$ cat config.mk
export PLATFORM = sky130hd
export DESIGN_NAME = tww_slave
export DESIGN_NICKNAME = d
export VERILOG_FILES = /design/src/inc/tww_pkg.sv /design/src/verilog/tww_slave.sv /design/src/verilog/tww_sync.sv
export SDC_FILE = /design/constraint.sdc
export NUM_CORES = 1
export LEC_CHECK = 0
export ABC_AREA = 1
export BUFFER_PORTS_ARGS = -buffer_cell sky130_fd_sc_hd__buf_2
export CAP_MARGIN = 20
export CORE_MARGIN = 5
export CORE_UTILIZATION = 35
export DETAILED_ROUTE_END_ITERATION = 8
export GPL_TIMING_DRIVEN = 0
export PLACE_DENSITY = 0.55
export SLEW_MARGIN = 20
export SYNTH_ARGS = -nofsm -noshare
export SYNTH_HDL_FRONTEND = slang
export SYNTH_SLANG_ARGS = --single-unit
$ cat constraint.sdc
create_clock -name MCLK -period 2.6 [get_ports MCLK]
set_input_delay 0.52 -clock MCLK [delete_from_list [all_inputs] [get_ports MCLK]]
set_output_delay 0.52 -clock MCLK [all_outputs]
set_load 0.1 [all_outputs]
$ cat src/inc/tww_pkg.sv
// Package of constants and types for the two-wire wiper command slave
// How it works
// - Wiper value decodes to exactly one tap
// - Write-lock low blocks all non-volatile writes
// - Data changes only while clock low
// - Start condition opens every command; watched continuously
// - Transmitter releases line; receiver acknowledges ninth clock
// - Acknowledge identification, instruction and data bytes
// - Stop starts write cycle; address unacknowledged meanwhile
// - Upper identification nibble must match type code
// - Low address bits must match strap inputs
// - Sixteen setting registers in four banks
// - Wiper transfers allowed only with bank zero
// - Opcode 1001 returns wiper position
// - Opcode 1010 loads wiper position
// - Opcode 1011 returns selected setting register
// - Opcode 1100 writes selected setting register
// - Opcode 1101 copies bank-0 register to wiper
// - Opcode 1110 copies wiper to bank-0 register
// - Opcode 0010 enables stepping until transaction ends
// - Step up on data high, down on low
// - Reset loads wiper from default setting register
// - Non-volatile write completes within 10 ms
package tww_pkg;

  localparam logic [3:0] DEV_TYPE_CODE = 4'h6;  // Arbitrary type code value
  localparam logic [3:0] OP_RD_WIPER   = 4'h9;
  localparam logic [3:0] OP_WR_WIPER   = 4'hA;
  localparam logic [3:0] OP_RD_SET     = 4'hB;
  localparam logic [3:0] OP_WR_SET     = 4'hC;
  localparam logic [3:0] OP_SET2WIPER  = 4'hD;
  localparam logic [3:0] OP_WIPER2SET  = 4'hE;
  localparam logic [3:0] OP_STEP       = 4'h2;

  localparam int CLK_HZ        = 20_000_000;
  localparam int NV_WRITE_US   = 5_000;  // Typical cycle, below the 10 ms ceiling
  localparam int NV_WRITE_CYC  = (CLK_HZ / 1_000_000) * NV_WRITE_US;
  localparam logic [7:0] WIPER_MAX    = 8'hFF;
  localparam logic [7:0] WIPER_MIN    = 8'h00;
  localparam logic [7:0] SETTING_RST  = 8'h00;

  typedef enum logic [6:0] {
    ST_IDLE  = 7'b000_0001,
    ST_RX    = 7'b000_0010,
    ST_ACK   = 7'b000_0100,
    ST_TX    = 7'b000_1000,
    ST_MACK  = 7'b001_0000,
    ST_STEP  = 7'b010_0000,
    ST_BOOT  = 7'b100_0000
  } tww_state_t;

endpackage : tww_pkg

$ cat src/verilog/tww_slave.sv
// Two-wire slave, command decoder, wiper register and setting store
module tww_slave
  import tww_pkg::*;
#(
  parameter int NV_CYCLES = NV_WRITE_CYC
) (
  input  wire logic         MCLK,
  input  wire logic         SYS_RST,
  input  wire logic         SCL,
  input  wire logic         SDA_IN,
  output logic              SDA_OUT,
  output logic              SDA_OE_N,
  input  wire logic         WRITE_LOCK_N,
  input  wire logic [2:0]   ADDR_STRAP_PINS,
  output logic [255:0]      WIPER_TAP,
  output logic [7:0]        WIPER_POSITION,
  output logic              NV_BUSY
);

  logic scl_s;
  logic sda_s;

  tww_sync u_scl (
    .MCLK      (MCLK),
    .SYS_RST   (SYS_RST),
    .pin_in    (SCL),
    .level_out (scl_s)
  );

  tww_sync u_sda (
    .MCLK      (MCLK),
    .SYS_RST   (SYS_RST),
    .pin_in    (SDA_IN),
    .level_out (sda_s)
  );

  typedef struct packed {
    tww_state_t  state;
    logic        scl_d;
    logic        sda_d;
    logic [7:0]  shift;
    logic [3:0]  bitcnt;
    logic [1:0]  byte_no;
    logic [7:0]  instr;
    logic [7:0]  wiper;
    logic        drive_low;
    logic        pend_nv;
    logic [3:0]  pend_idx;
    logic [7:0]  pend_val;
    logic        busy;
    logic [31:0] nv_cnt;
    logic [3:0]  nv_idx;
    logic [7:0]  nv_val;
    logic        is_read;
    logic        sda_out;
    logic        sda_oe_n;
    logic [255:0] tap;
  } tww_regs_t;

  tww_regs_t   r_ff;
  tww_regs_t   nxt_r;
  logic [7:0]  setting_reg [16];  // Four banks of four
  logic        nv_commit;

  logic scl_rise;
  logic scl_fall;
  logic start_seen;
  logic stop_seen;
  logic [3:0] sel_idx;
  logic [3:0] opc;
  logic       bank0;
  logic [7:0] rx_byte;

  assign scl_rise   = scl_s && !r_ff.scl_d;
  assign scl_fall   = !scl_s && r_ff.scl_d;
  assign start_seen = scl_s && r_ff.scl_d && r_ff.sda_d && !sda_s;
  assign stop_seen  = scl_s && r_ff.scl_d && !r_ff.sda_d && sda_s;
  assign opc        = r_ff.instr[7:4];
  // Index is bank*4 + register: bank bits high, register bits below them
  assign sel_idx    = {r_ff.instr[1:0], r_ff.instr[3:2]};
  assign bank0      = (r_ff.instr[1:0] == 2'b00);
  assign rx_byte    = {r_ff.shift[6:0], sda_s};

  // Setting store commits only at the end of the internal write cycle
  assign nv_commit  = r_ff.busy && (r_ff.nv_cnt == 32'(NV_CYCLES - 1));

  always_ff @(posedge MCLK) begin
    if (SYS_RST) begin
      for (int i = 0; i < 16; i++) begin
        setting_reg[i] <= SETTING_RST;
      end
    end else if (nv_commit) begin
      setting_reg[r_ff.nv_idx] <= r_ff.nv_val;
    end
  end

  always_comb begin
    nxt_r = r_ff;
    nxt_r.scl_d = scl_s;
    nxt_r.sda_d = sda_s;

    // Internal write cycle timer
    if (r_ff.busy) begin
      nxt_r.nv_cnt = r_ff.nv_cnt + 32'h0000_0001;
      if (nv_commit) begin
        nxt_r.busy   = 1'b0;
        nxt_r.nv_cnt = 32'h0000_0000;
      end
    end

    unique case (r_ff.state)
      ST_BOOT: begin
        nxt_r.wiper = setting_reg[0];
        nxt_r.state = ST_IDLE;
      end
      ST_IDLE: begin
        nxt_r.drive_low = 1'b0;
      end
      ST_RX: begin
        if (scl_rise) begin
          nxt_r.shift  = rx_byte;
          nxt_r.bitcnt = r_ff.bitcnt + 4'h1;
        end
        if (scl_fall && r_ff.bitcnt == 4'h8) begin
          nxt_r.state  = ST_IDLE;
          nxt_r.bitcnt = 4'h0;
          unique case (r_ff.byte_no)
            2'd0: begin
              if (r_ff.shift[7:4] == DEV_TYPE_CODE
                  && r_ff.shift[3:1] == ADDR_STRAP_PINS
                  && !r_ff.busy) begin
                nxt_r.drive_low = 1'b1;
                nxt_r.state     = ST_ACK;
              end
            end
            2'd1: begin
              nxt_r.instr     = r_ff.shift;
              nxt_r.drive_low = 1'b1;
              nxt_r.state     = ST_ACK;
            end
            default: begin
              nxt_r.drive_low = 1'b1;
              nxt_r.state     = ST_ACK;
              if (opc == OP_WR_WIPER) begin
                nxt_r.wiper = r_ff.shift;
              end else if (opc == OP_WR_SET) begin
                nxt_r.pend_nv  = WRITE_LOCK_N;
                nxt_r.pend_idx = sel_idx;
                nxt_r.pend_val = r_ff.shift;
              end
            end
          endcase
        end
      end
      ST_ACK: begin
        // Acknowledge held through the ninth clock, released on its falling edge
        if (scl_fall) begin
          nxt_r.drive_low = 1'b0;
          nxt_r.byte_no   = r_ff.byte_no + 2'd1;
          nxt_r.state     = ST_RX;
          if (r_ff.byte_no == 2'd1) begin
            nxt_r.is_read = 1'b0;
            if (opc == OP_RD_WIPER) begin
              nxt_r.shift   = r_ff.wiper;
              nxt_r.is_read = 1'b1;
            end else if (opc == OP_RD_SET) begin
              nxt_r.shift   = setting_reg[sel_idx];
              nxt_r.is_read = 1'b1;
            end else if (opc == OP_SET2WIPER && bank0) begin
              nxt_r.wiper = setting_reg[sel_idx];
              nxt_r.state = ST_IDLE;
            end else if (opc == OP_WIPER2SET && bank0) begin
              nxt_r.pend_nv  = WRITE_LOCK_N;
              nxt_r.pend_idx = sel_idx;
              nxt_r.pend_val = r_ff.wiper;
              nxt_r.state    = ST_IDLE;
            end else if (opc == OP_STEP) begin
              nxt_r.state = ST_STEP;
            end else if (opc == OP_SET2WIPER || opc == OP_WIPER2SET) begin
              nxt_r.state = ST_IDLE;
            end
            if (nxt_r.is_read) begin
              nxt_r.state     = ST_TX;
              nxt_r.drive_low = !nxt_r.shift[7];
              nxt_r.bitcnt    = 4'h1;
            end
          end else if (r_ff.byte_no == 2'd2) begin
            nxt_r.state = ST_IDLE;
          end
        end
      end
      ST_TX: begin
        if (scl_fall) begin
          if (r_ff.bitcnt == 4'h8) begin
            nxt_r.drive_low = 1'b0;
            nxt_r.state     = ST_MACK;
          end else begin
            nxt_r.shift     = {r_ff.shift[6:0], 1'b0};
            nxt_r.drive_low = !r_ff.shift[6];
            nxt_r.bitcnt    = r_ff.bitcnt + 4'h1;
          end
        end
      end
      ST_MACK: begin
        if (scl_fall) begin
          nxt_r.state = ST_IDLE;
        end
      end
      ST_STEP: begin
        if (scl_rise) begin
          if (sda_s && r_ff.wiper != WIPER_MAX) begin
            nxt_r.wiper = r_ff.wiper + 8'h01;
          end else if (!sda_s && r_ff.wiper != WIPER_MIN) begin
            nxt_r.wiper = r_ff.wiper - 8'h01;
          end
        end
      end
      default: begin
        nxt_r.state = ST_IDLE;
      end
    endcase

    // Stop launches a pending write; start restarts framing from any state except ST_BOOT
    if (r_ff.state != ST_BOOT) begin
      if (stop_seen) begin
        nxt_r.state     = ST_IDLE;
        nxt_r.drive_low = 1'b0;
        if (r_ff.pend_nv) begin
          nxt_r.busy    = 1'b1;
          nxt_r.nv_cnt  = 32'h0000_0000;
          nxt_r.nv_idx  = r_ff.pend_idx;
          nxt_r.nv_val  = r_ff.pend_val;
          nxt_r.pend_nv = 1'b0;
        end
      end else if (start_seen) begin
        nxt_r.state     = ST_RX;
        nxt_r.bitcnt    = 4'h0;
        nxt_r.byte_no   = 2'd0;
        nxt_r.drive_low = 1'b0;
        nxt_r.pend_nv   = 1'b0;
      end
    end

    nxt_r.sda_out  = 1'b0;
    nxt_r.sda_oe_n = !nxt_r.drive_low;  // Open drain: only ever pulls low
    nxt_r.tap      = 256'h0;
    nxt_r.tap[nxt_r.wiper] = 1'b1;
  end

  always_ff @(posedge MCLK) begin
    if (SYS_RST) begin
      r_ff          <= '0;
      r_ff.state    <= ST_BOOT;
      r_ff.scl_d    <= 1'b1;
      r_ff.sda_d    <= 1'b1;
      r_ff.sda_oe_n <= 1'b1;
      r_ff.tap      <= 256'h1;
    end else begin
      r_ff <= nxt_r;
    end
  end

  assign SDA_OUT        = r_ff.sda_out;
  assign SDA_OE_N       = r_ff.sda_oe_n;
  assign WIPER_TAP      = r_ff.tap;
  assign WIPER_POSITION = r_ff.wiper;
  assign NV_BUSY        = r_ff.busy;

endmodule : tww_slave

$ cat src/verilog/tww_sync.sv
// Three-stage pin synchroniser with agreement filter
module tww_sync (
  input  wire logic MCLK,
  input  wire logic SYS_RST,
  input  wire logic pin_in,
  output logic      level_out
);
  typedef struct packed {
    logic [2:0] sh;
    logic       held;
  } tww_sync_t;

  tww_sync_t r_ff;
  tww_sync_t nxt_r;

  // Stage one feeds stage two only; level moves when stages two and three agree
  // Agreed level leaves unregistered so an answer fits inside a short low phase
  always_comb begin
    nxt_r      = r_ff;
    nxt_r.sh   = {r_ff.sh[1:0], pin_in};
    level_out  = (r_ff.sh[1] == r_ff.sh[2]) ? r_ff.sh[2] : r_ff.held;
    nxt_r.held = level_out;
  end

  always_ff @(posedge MCLK) begin
    if (SYS_RST) begin
      r_ff <= '1;  // Bus lines idle high
    end else begin
      r_ff <= nxt_r;
    end
  end
endmodule : tww_sync
==> results.toml <==
[outcome]
status = "finished with violations"
failed_checks = "negative setup slack"

[worst_setup_path]
cp-end-kind = "flop"
r2r_slack_ns = -0.02
worstPathArrival_ns = 3.16
crit_top_cell = "nand2_8"
r2r_start = "r_ff[334]$_SDFF_PP0_"
critPathSlowestCell = "dfxtp_4"
cpPeakStageDelay_ns = 0.37
path_cells = "inv_4 > ha_4 > or2_4 > nor2_4 > buf_6 > buf_6 > nand2_8 > nand2_2 > nand3_2 > nand2_1 > a21oi_2 > nand2_2 > nand2_8 > buf_12 > nor2_8 > buf_12 > nand2_8 > clkbuf_16 > nor2_1"
reg2reg_depth = 19
rr_endpoint = "WIPER_TAP[202]$_SDFF_PP0_"
crit_type = "reg2reg"
cp_max_fo = 7
worstPathRequired_ns = 3.14
cp-start-kind = "flop"

[clocking]
cts_buffers = 52
ctsLongestPathBuffers = 3
clkTransAtPathRegs_ns = 0.06
cts_num_sinks = 493
cts_tree = "built"
root_buffer = "clkbuf_16"
clock_latency_ns = 0.62
htree_levels = 2

[routing]
wl_per_cell_microns = 18.0
drtAntennaViolNets = 0
route.vias.total = 17070
routed_wl_microns = 66000
viasPerCell = 4.67
firstDrtPassIters = 5
drt-initial-drc-count = 1239
drc = 0

[timing]
timing.final.crit_share = 1.01
setup_viol = 3
slew_violations = 0
tightest_slew_ns = 0.918
fin_ws_ns = -0.0236
relSlewSlack = 0.388
rsz0062_at_grt = "yes"
fmax_mhz = 381
fin_skew_ns = 0.0257
finalHoldViolations = 0
final.setup.tns_ns = -0.0288
fin_crit_ns = 2.62

[layout]
drive_above_1_share = 0.378
diodes = 0
finalNetCount = 2849
syn2layout_area_growth_pct = 31.7
largest_reg_flops = 256

[floorplan]
die_y_microns = 256
core-area_sq_um = 60100
rows = 90
ioPinCount = 275
fp.dieW_microns = 256
dieArea_sq_um = 65400
initial_core_util = 0.352

[flow_run]
cap_violations = 0

[logic_synthesis]
yosysSeqAreaShare = 0.527
synth_seq_cells = 493
synth_edf_count = 128
syn_area_per_cell_sq_um = 8.79
syn_area_sq_um = 21100
synthArstFlopShare = 0
synthCells = 2405
ys_types = 52
synth_fp_nets = 2421
synth_flop_cell = "dfxtp_1"
yosys_warnings = 0

[power]
ir_drop_mv = 0.466
power-per-cell-area_nw_per_um2 = 614
power.leakage_uw = 0.0122
power.total_uw = 17100

[grt]
grt_pass1_wl_microns = 97300
grt_max_degree = 15
grt-ovfl-total = 0
grt_pass1_vias = 16361
antenna_found_initial = 0
grt.total_usage = 0.188

[placed_design]
dpl.hpwl_microns = 47700
numPortBuffers = 273
place_congestion = 0.911

[min_path]
hold_depth = 2
hold_path_end = "u_sda.nxt_r[2]$_SDFF_PP1_"
min_from = "SDA_IN"
hold_path_class = "in2reg"
-- area by class of cell --
| type | instances | area, sq um |
|---|---|---|
| Timing Repair Buffer | 374 | 2650 |
| Inverter | 177 | 696 |
| Clock inverter | 21 | 235 |
| Buffer | 355 | 2790 |
| Sequential cell | 493 | 11200 |
| Clock buffer | 75 | 1560 |
| Multi-Input combinational cell | 1380 | 7760 |
| Tap cell | 782 | 978 |
| Fill cell | 5721 | 32300 |
-- cells in the final DEF (no fill, tap or decap), drive strengths merged, types with 26 or more instances in the layout --
master and instances:
clkbuf 119, nand3 149, nor2 545, nand4 26
edfxtp 128, dfxtp 365, a21oi 69, nand2 401
buf 685, inv 167, o21ai 81
-- per-stage QoR --
step	area [sq um]	setup slack, ns	utilization	hold WS [ns]	cells
floorplan	21100	0.185	-	0.389	2405
global placement	23500	-0.710	0.391	0.400	3460
detailed placement	23500	-0.815	0.391	0.392	3460
CTS	25900	-0.0160	0.431	0.104	3579
global route	27900	-0.170	0.463	0.107	3657
finish	27900	-0.0236	0.463	0.127	3657
-- worst max path at each step --
stage                               startpoint                               end  cells past startpoint
final                     r_ff[334]$_SDFF_PP0_         WIPER_TAP[202]$_SDFF_PP0_                     19
after detailed placement  r_ff[272]$_SDFF_PP0_  setting_reg[10][6]$_SDFFCE_PN0P_                     12
after floorplan           r_ff[272]$_SDFF_PP0_  setting_reg[14][0]$_SDFFCE_PN0P_                     12
after global routing       opc[1]$_SDFFE_PP0P_         WIPER_TAP[202]$_SDFF_PP0_                     20
after global placement    r_ff[272]$_SDFF_PP0_   setting_reg[4][5]$_SDFFCE_PN0P_                     12
after CTS                 r_ff[335]$_SDFF_PP0_         WIPER_TAP[200]$_SDFF_PP0_                     15
-- repair_timing --
action,CTS,global route
gates cloned,0,14
resized for setup,112,232
pin swaps,11,75
setup endpoints to repair,526,383
setup buffers,23,65
hold buffers,0,0
-- layer usage --
layer	part of all wire	vias to the layer above	GRT usage
met2	0.48	628	0.318
met3	0.067	128	0.0385
met5	0	-	0
met4	0.033	0	0.0630
met1	0.42	8043	0.240
li1	-	8271	-
-- worst max-delay path: cells and delay by family (launching register included) --
kind	cells	cell delay, ns
AO/OA/AOI/OAI	1	0.04
AND/OR/NAND/NOR	11	1.22
buffers and inverters	6	0.76
flip-flops	1	0.37
adder cells (fa/ha/maj)	1	0.15
-- synthesized netlist by cell type (5+ instances only) --
library cell	number	area (sq um)
a21oi_1	64	320
a31oi_1	11	68.8
buf_2	20	100
buf_4	276	2070
buf_6	28	315
clkbuf_1	30	113
clkinv_1	12	45.0
dfxtp_1	365	7310
edfxtp_1	128	3840
ha_1	8	100
inv_1	149	559
inv_2	13	48.8
nand2_1	345	1290
nand2_2	19	119
nand2_4	36	405
nand3_1	141	706
nand3_2	7	70.1
nand4_1	25	156
nor2_1	503	1890
nor2_2	25	156
nor2_4	8	90.1
nor2_8	8	160
nor3_1	18	90.1
nor3b_1	5	37.5
nor4_1	8	50.1
o211ai_1	17	128
o21ai_0	74	370
o21ai_1	5	25.0
or2_2	6	37.5
xnor2_1	8	70.1
xor2_1	12	105
-- cell families (layout without fill, tap and decap cells) --
kind of cell               Yosys count  after routing  share of synthesized area
and+or+nand+nor                   1162           1164                      0.254
DFF                                493            493                      0.527
adders and majority gates            8              8                    0.00473
AOI/OAI and AO/OA                  187            187                     0.0505
xor gates and xnor gates            20             20                    0.00828
buffers and inverters              534           1002                      0.155
other                                1              1                   0.000177
-- power breakdown --
part	internal [uW]	switching (uW)	leakage, uW
Combinational	441	924	0.00718
Clock	4500	3180	0.000865
Sequential	7990	70.7	0.00417
Total	12900	4180	0.0122
Power figures use the tool's default switching activity.
